--- config.mk ---
export PLATFORM = sky130hd
export DESIGN_NAME = sync_serial_port
export DESIGN_NICKNAME = d
export VERILOG_FILES = /design/src/design/sync_serial_pkg.sv /design/src/design/fifo_if.sv /design/src/design/link_shifter.sv /design/src/design/sync_serial_port.sv /design/src/design/word_fifo.sv
export SDC_FILE = /design/constraint.sdc
export NUM_CORES = 1
export LEC_CHECK = 0
export BUFFER_PORTS_ARGS = -buffer_cell sky130_fd_sc_hd__buf_4
export CORE_ASPECT_RATIO = 1.2
export CORE_MARGIN = 2
export CORE_UTILIZATION = 45
export CTS_BUF_LIST = sky130_fd_sc_hd__clkbuf_2
export CTS_CLUSTER_DIAMETER = 150
export DETAILED_ROUTE_END_ITERATION = 10
export GPL_TIMING_DRIVEN = 0
export PLACE_DENSITY = 0.61
export SYNTH_ARGS = -nofsm -noshare
export SYNTH_HDL_FRONTEND = slang
export SYNTH_SLANG_ARGS = --single-unit
--- constraint.sdc ---
create_clock -name i_ref_clk -period 9.2 [get_ports i_ref_clk]
set_input_delay 0.46 -clock i_ref_clk [delete_from_list [all_inputs] [get_ports i_ref_clk]]
set_output_delay 0.46 -clock i_ref_clk [all_outputs]
set_load 0.1 [all_outputs]
--- src/design/sync_serial_pkg.sv ---
// Purpose: Shared constants for the synchronous serial port register block
// Assumes: Classic Wishbone slave, 32-bit data, byte addresses
// Notes: Offsets and field positions used by the top, its assertions and the bench
package sync_serial_pkg;
  localparam int DATA_W = 16;
  localparam int FIFO_DEPTH = 8;
  localparam int MIN_FRAME = 4;
  localparam int MAX_FRAME = 16;
  localparam logic [7:0] OFF_DATA = 8'h00;
  localparam logic [7:0] OFF_CTRL = 8'h04;
  localparam logic [7:0] OFF_STAT = 8'h08;
  localparam logic [7:0] OFF_RAW = 8'h0C;
  localparam logic [7:0] OFF_MASK = 8'h10;
  localparam logic [7:0] OFF_MIS = 8'h14;
  localparam logic [7:0] OFF_ICLR = 8'h18;
  localparam int CTRL_EN_BIT = 0;
  localparam int CTRL_WID_LSB = 4;
  localparam int CTRL_LOOP_BIT = 1;
  localparam logic [4:0] RST_WIDTH = 5'h08;
  localparam int IRQ_TX = 0;
  localparam int IRQ_RX = 1;
  localparam int IRQ_TO = 2;
  localparam int IRQ_OR = 3;
  localparam int TIMEOUT_BITS = 32;
  localparam int STAT_TNF = 0;
  localparam int STAT_RNE = 1;
  localparam int STAT_BSY = 2;
endpackage

--- src/design/fifo_if.sv ---
// Purpose: Push and pop signals of one word FIFO
// Assumes: Single clock domain
// Notes: Carries data and full and empty flags; in loopback the port forces transmit empty and receive full set towards the link engine
`timescale 1ns/10ps
interface fifo_if #(parameter int W = 16);
  logic push;
  logic [W-1:0] wdata;
  logic pop;
  logic [W-1:0] rdata;
  logic full;
  logic empty;
  modport owner (input push, input wdata, input pop, output rdata, output full, output empty);
  modport user (output push, output wdata, output pop, input rdata, input full, input empty);
endinterface

--- src/design/link_shifter.sv ---
// Purpose: Shift engine facing the serial link, sampled on the system clock
// Assumes: Link clock is produced by the peripheral, mode 0 framing
// Notes: Frame width 4 to 16; MSB first
`timescale 1ns/10ps
module link_shifter (
  // Clock and reset
  input wire logic i_ref_clk,
  input wire logic i_rst_n,
  // Control
  input wire logic i_enable,
  input wire logic [4:0] i_width,
  // Synchronised link pins
  input wire logic i_sck,
  input wire logic i_sel_n,
  input wire logic i_mosi,
  output logic o_miso,
  // FIFOs
  fifo_if.user tx,
  fifo_if.user rx,
  output logic o_overrun,
  output logic o_busy
);
  logic sck_q;
  logic sel_q;
  logic [15:0] sh_q;
  logic [15:0] out_q;
  logic [4:0] bits_q;
  logic rise;
  logic fall;
  logic done;

  assign rise = i_sck && !sck_q;
  assign fall = !i_sck && sck_q;
  assign done = rise && !i_sel_n && (bits_q + 5'h01 == i_width);
  assign tx.wdata = '0;
  assign tx.push = 1'b0;
  assign rx.pop = 1'b0;
  assign rx.push = done && i_enable && !rx.full;
  assign rx.wdata = {sh_q[14:0], i_mosi} & 16'((17'h00001 << i_width) - 17'h00001);
  assign tx.pop = i_enable && !i_sel_n && sel_q && !tx.empty;
  assign o_overrun = done && i_enable && rx.full;
  assign o_busy = !i_sel_n;

  always_ff @(posedge i_ref_clk) begin
    if (!i_rst_n) begin
      sck_q <= 1'b0;
      // Idle level of the select pin, so no false select edge follows reset
      sel_q <= 1'b1;
      sh_q <= '0;
      out_q <= '0;
      bits_q <= '0;
      o_miso <= 1'b0;
    end else begin
      sck_q <= i_sck;
      sel_q <= i_sel_n;
      if (!i_enable || i_sel_n) begin
        bits_q <= '0;
      end else if (rise) begin
        sh_q <= {sh_q[14:0], i_mosi};
        bits_q <= done ? 5'h00 : bits_q + 5'h01;
      end
      if (tx.pop) begin
        out_q <= tx.rdata << (5'h10 - i_width);
      end else if (fall) begin
        out_q <= {out_q[14:0], 1'b0};
      end
      o_miso <= i_enable ? out_q[15] : 1'b0;
    end
  end
endmodule // link_shifter

--- src/design/sync_serial_port.sv ---
// Purpose: Data FIFO access, enable and interrupt logic of a synchronous serial port
// Assumes: Classic Wishbone, link pins from another clock domain
// Notes: One wait state per access; ack one cycle after stb
`timescale 1ns/10ps
module sync_serial_port
  #(
  parameter int TIMEOUT_CYC = 256
) (
  // Clock and reset
  input wire logic i_ref_clk,
  input wire logic i_rst_n,
  // Wishbone slave
  input wire logic i_wb_cyc,
  input wire logic i_wb_stb,
  input wire logic i_wb_we,
  input wire logic [7:0] i_wb_adr,
  input wire logic [3:0] i_wb_sel,
  input wire logic [31:0] i_wb_dat,
  output logic [31:0] o_wb_dat,
  output logic o_wb_ack,
  // Serial link
  input wire logic i_sck,
  input wire logic i_sel_n,
  input wire logic i_mosi,
  output logic o_miso,
  // Interrupt
  output logic o_irq
);
  import sync_serial_pkg::*;

  // ****************************************
  // Pin synchronisers
  // ****************************************
  logic [2:0] pin_meta_q;
  logic [2:0] pin_sync_q;

  always_ff @(posedge i_ref_clk) begin
    if (!i_rst_n) begin
      pin_meta_q <= 3'h2;
      pin_sync_q <= 3'h2;
    end else begin
      pin_meta_q <= {i_mosi, i_sel_n, i_sck};
      pin_sync_q <= pin_meta_q;
    end
  end

  // ****************************************
  // Registers
  // ****************************************
  logic enable_q;
  logic loop_q;
  logic [4:0] width_q;
  logic [3:0] mask_q;
  logic [3:0] raw_q;
  logic [3:0] masked;
  logic [31:0] tcnt_q;
  logic ack_q;
  logic req;
  logic wr;
  logic rd;
  logic overrun;
  logic busy;
  logic [4:0] width_wr;
  logic [4:0] width_eff;
  logic [15:0] width_mask;

  fifo_if #(.W(DATA_W)) tx_f ();
  fifo_if #(.W(DATA_W)) rx_f ();
  fifo_if #(.W(DATA_W)) rx_pri ();

  assign req = i_wb_cyc && i_wb_stb && !ack_q;
  assign wr = req && i_wb_we;
  assign rd = req && !i_wb_we;
  assign width_wr = i_wb_dat[CTRL_WID_LSB +: 5];
  assign width_eff = (width_q < 5'(MIN_FRAME)) ? 5'(MIN_FRAME) :
                     (width_q > 5'(MAX_FRAME)) ? 5'(MAX_FRAME) : width_q;
  assign width_mask = 16'((17'h00001 << width_eff) - 17'h00001);

  // ****************************************
  // FIFOs
  // ****************************************
  // Eight-entry transmit buffer
  word_fifo #(.DEPTH(FIFO_DEPTH)) u_tx_fifo (
    .i_ref_clk(i_ref_clk),
    .i_rst_n(i_rst_n),
    .i_flush(1'b0),
    .f(tx_f)
  );

  word_fifo #(.DEPTH(FIFO_DEPTH)) u_rx_fifo (
    .i_ref_clk(i_ref_clk),
    .i_rst_n(i_rst_n),
    .i_flush(1'b0),
    .f(rx_f)
  );

  assign tx_f.push = wr && (i_wb_adr == OFF_DATA) && i_wb_sel[0];
  assign tx_f.wdata = i_wb_dat[15:0] & width_mask;
  assign rx_f.pop = rd && (i_wb_adr == OFF_DATA) && !rx_f.empty;
  assign rx_f.push = rx_pri.push;
  assign rx_f.wdata = rx_pri.wdata;
  assign rx_pri.rdata = rx_f.rdata;
  assign rx_pri.full = rx_f.full;
  assign rx_pri.empty = rx_f.empty;

  logic tx_pop_shift;
  logic tx_pop_loop;
  assign tx_pop_loop = loop_q && enable_q && !tx_f.empty && !rx_f.full;

  // ****************************************
  // Link engine
  // ****************************************
  fifo_if #(.W(DATA_W)) tx_eng ();
  assign tx_eng.rdata = tx_f.rdata;
  assign tx_eng.full = tx_f.full;
  assign tx_eng.empty = tx_f.empty || loop_q;
  assign tx_pop_shift = tx_eng.pop;
  assign tx_f.pop = tx_pop_shift || tx_pop_loop;

  fifo_if #(.W(DATA_W)) rx_eng ();
  assign rx_eng.rdata = rx_f.rdata;
  assign rx_eng.full = rx_f.full || loop_q;
  assign rx_eng.empty = rx_f.empty;
  assign rx_pri.push = rx_eng.push || tx_pop_loop;
  assign rx_pri.wdata = tx_pop_loop ? tx_f.rdata : rx_eng.wdata;
  assign rx_pri.pop = 1'b0;

  logic miso_w;
  link_shifter u_shift (
    .i_ref_clk(i_ref_clk),
    .i_rst_n(i_rst_n),
    .i_enable(enable_q),
    .i_width(width_eff),
    .i_sck(pin_sync_q[0]),
    .i_sel_n(pin_sync_q[1]),
    .i_mosi(pin_sync_q[2]),
    .o_miso(miso_w),
    .tx(tx_eng),
    .rx(rx_eng),
    .o_overrun(overrun),
    .o_busy(busy)
  );

  always_ff @(posedge i_ref_clk) begin
    if (!i_rst_n) begin
      o_miso <= 1'b0;
    end else begin
      o_miso <= miso_w;
    end
  end

  // ****************************************
  // Control and mask registers
  // ****************************************
  always_ff @(posedge i_ref_clk) begin
    if (!i_rst_n) begin
      enable_q <= 1'b0;
      loop_q <= 1'b0;
      width_q <= RST_WIDTH;
      mask_q <= 4'h0;
    end else if (wr && i_wb_sel[0]) begin
      if (i_wb_adr == OFF_CTRL) begin
        enable_q <= i_wb_dat[CTRL_EN_BIT];
        loop_q <= i_wb_dat[CTRL_LOOP_BIT];
        if (!enable_q) begin
          width_q <= width_wr;
        end
      end
      if (i_wb_adr == OFF_MASK) begin
        mask_q <= i_wb_dat[3:0];
      end
    end
  end

  // ****************************************
  // Interrupt sources
  // ****************************************
  logic to_event;
  logic or_event;
  logic clr_wr;
  logic tcnt_run;
  assign clr_wr = wr && i_wb_sel[0] && (i_wb_adr == OFF_ICLR);
  assign tcnt_run = !(rx_f.empty || rx_f.push || rx_f.pop || busy);
  // One pulse as the idle count reaches its end, so a later clear sticks
  assign to_event = enable_q && tcnt_run && (tcnt_q == 32'(TIMEOUT_CYC - 2));
  assign or_event = overrun;

  // Receive idle counter restarts on any receive activity
  always_ff @(posedge i_ref_clk) begin
    if (!i_rst_n) begin
      tcnt_q <= '0;
    end else if (rx_f.empty || rx_f.push || rx_f.pop || busy) begin
      tcnt_q <= '0;
    end else if (tcnt_q != 32'(TIMEOUT_CYC - 1)) begin
      tcnt_q <= tcnt_q + 32'h00000001;
    end
  end

  always_ff @(posedge i_ref_clk) begin
    if (!i_rst_n) begin
      raw_q <= 4'h0;
    end else begin
      // Service levels: tx not full while enabled, rx not empty
      raw_q[IRQ_TX] <= enable_q && (tx_f.empty || !tx_f.full);
      raw_q[IRQ_RX] <= !rx_f.empty;
      raw_q[IRQ_TO] <= to_event || (raw_q[IRQ_TO] && !(clr_wr && i_wb_dat[IRQ_TO]));
      raw_q[IRQ_OR] <= or_event || (raw_q[IRQ_OR] && !(clr_wr && i_wb_dat[IRQ_OR]));
    end
  end

  // Masked state is raw AND mask
  assign masked = raw_q & mask_q;

  always_ff @(posedge i_ref_clk) begin
    if (!i_rst_n) begin
      o_irq <= 1'b0;
    end else begin
      o_irq <= |masked;
    end
  end

  // ****************************************
  // Wishbone read and ack
  // ****************************************
  always_ff @(posedge i_ref_clk) begin
    if (!i_rst_n) begin
      ack_q <= 1'b0;
      o_wb_dat <= '0;
    end else begin
      ack_q <= req;
      o_wb_dat <= '0;
      if (rd) begin
        unique case (i_wb_adr)
          OFF_DATA: o_wb_dat <= rx_f.empty ? 32'h00000000 : {16'h0000, rx_f.rdata & width_mask};
          OFF_CTRL: o_wb_dat <= {23'h000000, width_q, 2'h0, loop_q, enable_q};
          OFF_STAT: o_wb_dat <= {29'h00000000, busy, !rx_f.empty, !tx_f.full};
          OFF_RAW: o_wb_dat <= {28'h0000000, raw_q};
          OFF_MASK: o_wb_dat <= {28'h0000000, mask_q};
          OFF_MIS: o_wb_dat <= {28'h0000000, masked};
          default: o_wb_dat <= 32'h00000000;
        endcase
      end
    end
  end

  assign o_wb_ack = ack_q;
endmodule // sync_serial_port

--- src/design/word_fifo.sv ---
// Purpose: Flip-flop FIFO of fixed width and depth
// Assumes: Push when full and pop when empty are ignored
// Notes: Depth must be a power of two
`timescale 1ns/10ps
module word_fifo #(
  parameter int DEPTH = 8
) (
  // Clock and reset
  input wire logic i_ref_clk,
  input wire logic i_rst_n,
  input wire logic i_flush,
  // Port
  fifo_if.owner f
);
  localparam int AW = $clog2(DEPTH);
  logic [$bits(f.wdata)-1:0] mem_q [DEPTH];
  logic [AW-1:0] wp_q;
  logic [AW-1:0] rp_q;
  logic [AW:0] cnt_q;
  logic do_push;
  logic do_pop;

  assign do_push = f.push && (cnt_q != (AW+1)'(DEPTH));
  assign do_pop = f.pop && (cnt_q != '0);
  assign f.full = (cnt_q == (AW+1)'(DEPTH));
  assign f.empty = (cnt_q == '0);
  assign f.rdata = mem_q[rp_q];

  always_ff @(posedge i_ref_clk) begin
    if (do_push) begin
      mem_q[wp_q] <= f.wdata;
    end
  end

  always_ff @(posedge i_ref_clk) begin
    if (!i_rst_n || i_flush) begin
      wp_q <= '0;
      rp_q <= '0;
      cnt_q <= '0;
    end else begin
      if (do_push) begin
        wp_q <= wp_q + 1'b1;
      end
      if (do_pop) begin
        rp_q <= rp_q + 1'b1;
      end
      cnt_q <= cnt_q + (AW+1)'(do_push) - (AW+1)'(do_pop);
    end
  end
endmodule // word_fifo

* Word level (Yosys, flattened, before mapping)
Memory sizes are Yosys's and may differ from the RTL's. A register that Yosys moved wholly into a read port is not among the register bits.
Index checks and enable logic that the tools add are counted.
** Cells by class
- Add/subtract/negate cells :: 12
- Multiply operators :: 0
- Div/mod/pow operators :: 0
- $lt $le $gt $ge :: 2
- Eq/ne operators :: 13
- Shift-type cells :: 2
- Mux-type cells :: 16
- Bitwise gates (word level) :: 7
- Reductions and logical operators :: 75
** Operators with widths (number)
- one-hot mux 16 bit (6 select lines) :: 1
- two-way mux 16 bit :: 4
- bitwise AND 16 bit :: 3
- logical AND 1 bit :: 34
- adder 32 x 1 -> 32 bit (second input constant) :: 1
- equality test 32 x 8 -> 1 bit (second input constant) :: 1
- inequality test 32 x 8 -> 1 bit (second input constant) :: 1
- equality test 8 x 5 -> 1 bit (second input constant) :: 3
- equality test 8 x 4 -> 1 bit (second input constant) :: 2
- left shift 1 x 5 -> 16 bit (first input constant) :: 1
- left shift 16 x 5 -> 16 bit :: 1
- subtractor 16 x 1 -> 16 bit (second input constant) :: 1
- zero test 1 bit :: 15
- two-way mux 5 bit :: 3
- adder 3 x 1 -> 3 bit (second input constant) :: 4
- two-way mux 3 bit :: 4
- logical OR 1 bit :: 11
- AND reduction 2 bit :: 5
- adder 4 x 1 -> 4 bit :: 2
- equality test 4 bit (second input constant) :: 2
- equality test 8 x 3 -> 1 bit (second input constant) :: 1
- zero test 4 bit :: 2
- zero test 8 bit :: 1
- inequality test 4 bit (second input constant) :: 2
- 14 further kinds :: 22
** Word-level totals
- Register bits :: 147
- Latch bits :: 0
- Memory bits (writable) :: 256
- ROM bits :: 0
- Input bits :: 52
- Output and inout bits :: 35
- Logic and storage cells :: 153
- Memories kept :: 2
** Memories
- u_rx_fifo.mem_q :: depth 8, width 16, rd ports 1, clocked after Yosys merged registers in 1, wr ports 1, RTL line word_fifo.sv:16 : logic [$bits(f.wdata)-1:0] mem_q [DEPTH];
- u_tx_fifo.mem_q :: depth 8, width 16, rd ports 1, clocked after Yosys merged registers in 1, wr ports 1, RTL line word_fifo.sv:16

* Depth between registers and ports, before layout
- Word-level depth :: 15
- Mapped depth :: 16
- Gate-level depth less buffers :: 13

* Hierarchy
Synthesis repeated with hierarchy kept, for this count alone.
** Second synthesis, totals
- Cells, all modules :: 1433
- Area, all modules :: 18491.5 um^2
** By module, submodules not included
- word_fifo (u_tx_fifo) :: times used 1, cells each 267, area each 5606.6 um^2, sequential area each 4103.9 um^2
- word_fifo (u_rx_fifo) :: times used 1, cells each 268, area each 5600.4 um^2, sequential area each 4103.9 um^2
- sync_serial_port :: times used 1, cells each 490, area each 4012.6 um^2, sequential area each 1441.4 um^2
- link_shifter :: times used 1, cells each 408, area each 3271.9 um^2, sequential area each 780.7 um^2

* Worst setup path after synthesis
Ideal clock, no wire load.
- Path kind :: register -> register
- Start point :: register width_q[4]
- End point :: memory u_rx_fifo.mem_q[5][0] in the netlist's numbering (enable)
- Library setup time :: 413 ps
- Arrival :: 3105 ps
- Required time :: 8787 ps
- Slack :: 5683 ps
- Stages on the path, launching flop included :: 9
- Path buffers :: 1
- Period minus slack after synthesis :: 3517 ps
- Path through :: dfxtp_1 nor2b_1 buf_2 xnor3_1 nand3b_1 nor4_4 a31oi_4 nand2b_1 nor3b_1
** On the way
- Word-level cells in the longest chain between the ends :: 11
- Elaborated cells between the ends (all ways) :: 12
- Those cells by class :: 2 x order compare; 1 x eq/ne; 4 x mux; 5 x reduce/logical
** Ends and longest elaborated chain
- from (decl) :: RTL line sync_serial_port.sv:52 : logic [4:0] width_q;
- from (signal assigned) :: RTL line sync_serial_port.sv:166 : width_q <= width_wr;
- > comparator 5 bit :: RTL line sync_serial_port.sv:76 : (width_q > 5'(MAX_FRAME)) ? 5'(MAX_FRAME) : width_q;
- two-way mux 5 bit :: RTL line sync_serial_port.sv:76
- two-way mux 5 bit * :: RTL line sync_serial_port.sv:75 : assign width_eff = (width_q < 5'(MIN_FRAME)) ? 5'(MIN_FRAME) :
- equality test 5 bit * :: RTL line link_shifter.sv:34 : assign done = rise && !i_sel_n && (bits_q + 5'h01 == i_width);
- logical AND 1 bit * :: RTL line link_shifter.sv:34
- logical AND 1 bit * (2 in a row) :: RTL line link_shifter.sv:38 : assign rx.push = done && i_enable && !rx.full;
- logical OR 1 bit * :: RTL line sync_serial_port.sv:124 : assign rx_pri.push = rx_eng.push || tx_pop_loop;
- logical AND 1 bit * :: RTL line word_fifo.sv:23 : assign do_push = f.push && (cnt_q != (AW+1)'(DEPTH));
- two-way mux 1 bit * :: RTL line word_fifo.sv:30 : if (do_push) begin
- two-way mux 1 bit (not written as such) * :: RTL line word_fifo.sv:31 : mem_q[wp_q] <= f.wdata;
- to (decl) :: RTL line word_fifo.sv:16
Mark *: on every way between the ends. The rest lies on a longest branch, timed or not.

* Worst setup path after layout
- Start point :: register width_q[3]
- End point :: memory u_rx_fifo.mem_q[2][10] in the netlist's numbering (data pin)
** On the way
- Word-level cells in the longest chain between the ends :: 7
- Elaborated cells between the ends (all ways) :: 8
- Those cells by class :: 1 x add/sub; 2 x order compare; 1 x shift; 3 x mux; 1 x bitwise
** Ends and longest elaborated chain
- > comparator 5 bit :: RTL line sync_serial_port.sv:76
- two-way mux 5 bit :: RTL line sync_serial_port.sv:76
- two-way mux 5 bit * :: RTL line sync_serial_port.sv:75
- left shift 1 x 5 -> 16 bit * :: RTL line link_shifter.sv:39 : assign rx.wdata = {sh_q[14:0], i_mosi} & 16'((17'h00001 << i_width) - 17'h00001);
- subtractor 16 x 1 -> 16 bit * :: RTL line link_shifter.sv:39
- bitwise AND 16 bit * :: RTL line link_shifter.sv:39
- two-way mux 16 bit * :: RTL line sync_serial_port.sv:125 : assign rx_pri.wdata = tx_pop_loop ? tx_f.rdata : rx_eng.wdata;
- named net rx_f.wdata[10] :: RTL line fifo_if.sv:7 : logic [W-1:0] wdata;
The timed path passes the listed nets; every way through them passes the cells marked *.

==> flow_metrics.py <==
metrics = {
    "worst_hold_path": {
        "holdCritPathClass": "input pin to flip-flop",
    },
    "power_and_ir_drop": {
        "ir_worst_vdd_mv": 0.0940,
        "powerDensity_nw_per_um2": 160,
        "p_leak_nw": 6.77,
    },
    "worst_setup_path": {
        "worst_setup_path_start_kind": "flip-flop",
        "crit_required_ps": 9760,
        "cp_slowest_cell": "ha_1",
        "worstPathArrival_ps": 4900,
        "endpoint_kind": "flip-flop",
        "path_cells": "buf_2 > o21ba_2 > and2_1 > buf_2 > inv_1 > buf_2 > ha_1 > ha_1 > nand2_1 > ha_1 > o21ai_0 > o211a_1 > a21oi_1 > o21ai_0",
        "crit_family": "compound AO/OA/AOI/OAI gates",
        "crit_buf_inv": 4,
        "critPathMaxStageDelay_ps": 460,
        "r2r_slack_ps": 4860,
        "crit_type": "flip-flop to flip-flop",
        "critical_path_peak_fanout": 11,
    },
    "detailed_routing": {
        "ant_nets": 0,
        "vias": 11200,
        "vias_per_cell": 5.42,
        "drt_iter0_drc": 699,
        "wl_per_cell_um": 19.4,
        "drc": 0,
        "totalWireLength_mm": 40.1,
        "drtPass1Iterations": 5,
    },
    "placement": {
        "hpwl_mm": 28.4,
        "place_congestion": 0.966,
        "placed_cell_area_sq_um": 18300,
        "io_buffers": 50,
    },
    "status": {
        "outcome": "finished, final reports clean",
    },
    "sta": {
        "fin_crit_ps": 4340,
        "post-route-period-util_pct": 47.2,
        "setup_tns_ps": 0,
        "slew_violations": 0,
        "fmax_mhz": 230,
        "grt_setup_unrepaired": "no",
        "max_slew_margin_pct": 18.2,
        "finalSetupViolCount": 0,
        "hold_viol": 0,
        "clock_skew_ps": 90.1,
        "worstMarginPinSlew_ps": 1220,
    },
    "die": {
        "start_util_pct": 45.3,
        "die_height_um": 217,
        "core_area_sq_um": 37600,
        "core.rowCount": 78,
        "die_x_um": 182,
        "top_level_ports": 87,
        "dieArea_sq_um": 39400,
    },
    "cells_and_area": {
        "mostFrequentLayoutCell": "edfxtp_1",
        "final_area_sq_um": 19600,
        "drive_above_1_share_pct": 21.5,
        "nets": 1597,
        "syn_to_final_growth_pct": 15.2,
        "layout_common_cells": "256 x edfxtp_1, 137 x dfxtp_1, 129 x clkbuf_2",
    },
    "synthesis": {
        "ys_warn_count": 0,
        "avgSynthCellArea_sq_um": 13.0,
        "async_flop_share_pct": 0,
        "synth-seq-area-share_pct": 61.3,
        "synthCells": 1304,
        "synth-edff-count": 256,
        "synthesis.area_sq_um": 17000,
        "synth-seq-cells": 393,
        "synthFlopType": "edfxtp_1",
        "ys_types": 74,
    },
    "global_routing": {
        "track_usage_pct": 20.7,
        "grt_max_degree": 16,
        "grt_pass1_wl_mm": 61.8,
        "gr-total-overflow": 0,
        "grt_antenna_before_repair": 2,
        "grt_pass1_vias": 11300,
    },
    "clock_tree": {
        "clock-sinks": 393,
        "clk_pin_slew_ps": 110,
        "ctsLongestPathBuffers": 3,
        "h-tree-depth": 3,
        "cts_buffers": 93,
        "cts_tree": "done",
        "clkLatencyLatePin_ps": 1000,
        "cts_root_buf": "clkbuf_2",
        "cts_setup_buffers": 0,
    },
    "flow_run": {
        "maxCapViolCount": 0,
    },
}
[worst min-delay path, stage by stage]
cell and delay (ps):
buf_4 110, nand2_1 110, nor4_1 110, o211ai_1 100, a31oi_1 90
[through the flow]
stage / worst slack, ps / util [%] / std cells / hold WS, ps / power (mW)
3_5_place_dp: 4920 / 48.8 / 1866 / 418 / 1.99
2_1_floorplan: 5680 / - / 1319 / 386 / 1.96
4_1_cts: 4900 / 52.2 / 2068 / 19.3 / 3.17
3_3_place_gp: 4130 / 48.0 / 1849 / 415 / 1.98
5_1_grt: 4500 / 52.2 / 2071 / 85.2 / 3.27
6_report: 4860 / 52.2 / 2071 / 134 / 3.13
[kinds of logic after synthesis]
group                      count (synthesis)  synth area share [%]
and+or+nand+nor                          408                  11.6
DFF                                      393                  61.3
AOI/OAI and AO/OA                        184                  6.80
muxes                                    127                  12.1
buffers and inverters                    112                  3.29
xor gates and xnor gates                  50                  2.65
adders and majority gates                 28                  2.15
other                                      2                0.0441
[synthesized netlist by cell type (all sizes together) (10+ instances only)]
library cell    n  area [sq um]
a31oi          10          77.6
nand3          47           235
nand2         108           405
xor2           22           193
xnor2          27           236
nor2b          13          81.3
clkbuf         39           146
mux2           17           191
nand2b         13          81.3
inv            34           128
ha             26           325
nor3           25           125
edfxtp        256          7690
a21oi          57           285
dfxtp         137          2740
mux2i          49           490
and2           21           131
nor2          113           424
o21ai          52           260
buf            38           283
nor4           15           109
and3           15          93.8
mux4           61          1380
[flip-flops by register name, indices dropped and copies added, names as in the netlist, 3 cells and up, named ones only]
signal,cells
u_shift.out_q,16
mask_q,4
u_tx_fifo.cnt_q,4
u_rx_fifo.mem_q,128
tcnt_q,32
pin_meta_q,3
raw_q,4
width_q,5
pin_sync_q,3
u_rx_fifo.cnt_q,4
u_shift.sh_q,15
u_rx_fifo.rp_q,3
u_shift.bits_q,5
o_wb_dat,16
u_rx_fifo.wp_q,3
u_tx_fifo.wp_q,3
u_tx_fifo.mem_q,128
u_tx_fifo.rp_q,3
[layout make-up]
class / instances / area (sq um)
Multi-Input combinational cell: 814 / 6140
Clock inverter: 37 / 254
Fill cell: 3208 / 18000
Tap cell: 480 / 601
Antenna cell: 3 / 7.51
Timing Repair Buffer: 103 / 965
Clock buffer: 129 / 646
Inverter: 35 / 131
Sequential cell: 393 / 10400
Buffer: 77 / 429
[what timing repair did]
action,in CTS,in global routing
hold buffers,36,0
gates resized for setup,0,0
hold endpoints to repair,138,0
setup endpoints to repair,0,0
[metal layers]
| metal | up-vias | wire (um) | track usage (%) |
|---|---|---|---|
| met4 | 0 | 1210 | 9.11 |
| li1 | 5315 | - | - |
| met5 | - | 0 | 0 |
| met1 | 5514 | 16200 | 24.4 |
| met2 | 314 | 20900 | 36.9 |
| met3 | 82 | 1770 | 3.78 |
[path summary, 6_finish.rpt]
| check | startpoint | end | cells past startpoint |
|---|---|---|---|
| setup / recovery | width_q[3]$_SDFFE_PN1P_ | u_rx_fifo.mem_q[2][10]$_DFFE_PP_ | 14 |
| hold / removal | i_wb_adr[4] | o_wb_dat[3]$_SDFF_PN0_ | 5 |
| setup reg to reg | width_q[3]$_SDFFE_PN1P_ | u_rx_fifo.mem_q[2][10]$_DFFE_PP_ | 14 |
| hold reg to reg | pin_meta_q[0]$_SDFF_PN0_ | pin_sync_q[0]$_SDFF_PN0_ | 1 |
[report_power, final]
| part | internal [mW] | switching (mW) |
|---|---|---|
| Clock | 0.493 | 0.680 |
| Sequential | 1.86 | 0.00172 |
| Combinational | 0.0284 | 0.0614 |
| Total | 2.39 | 0.744 |
No activity file was read; power rests on OpenSTA's default activity.
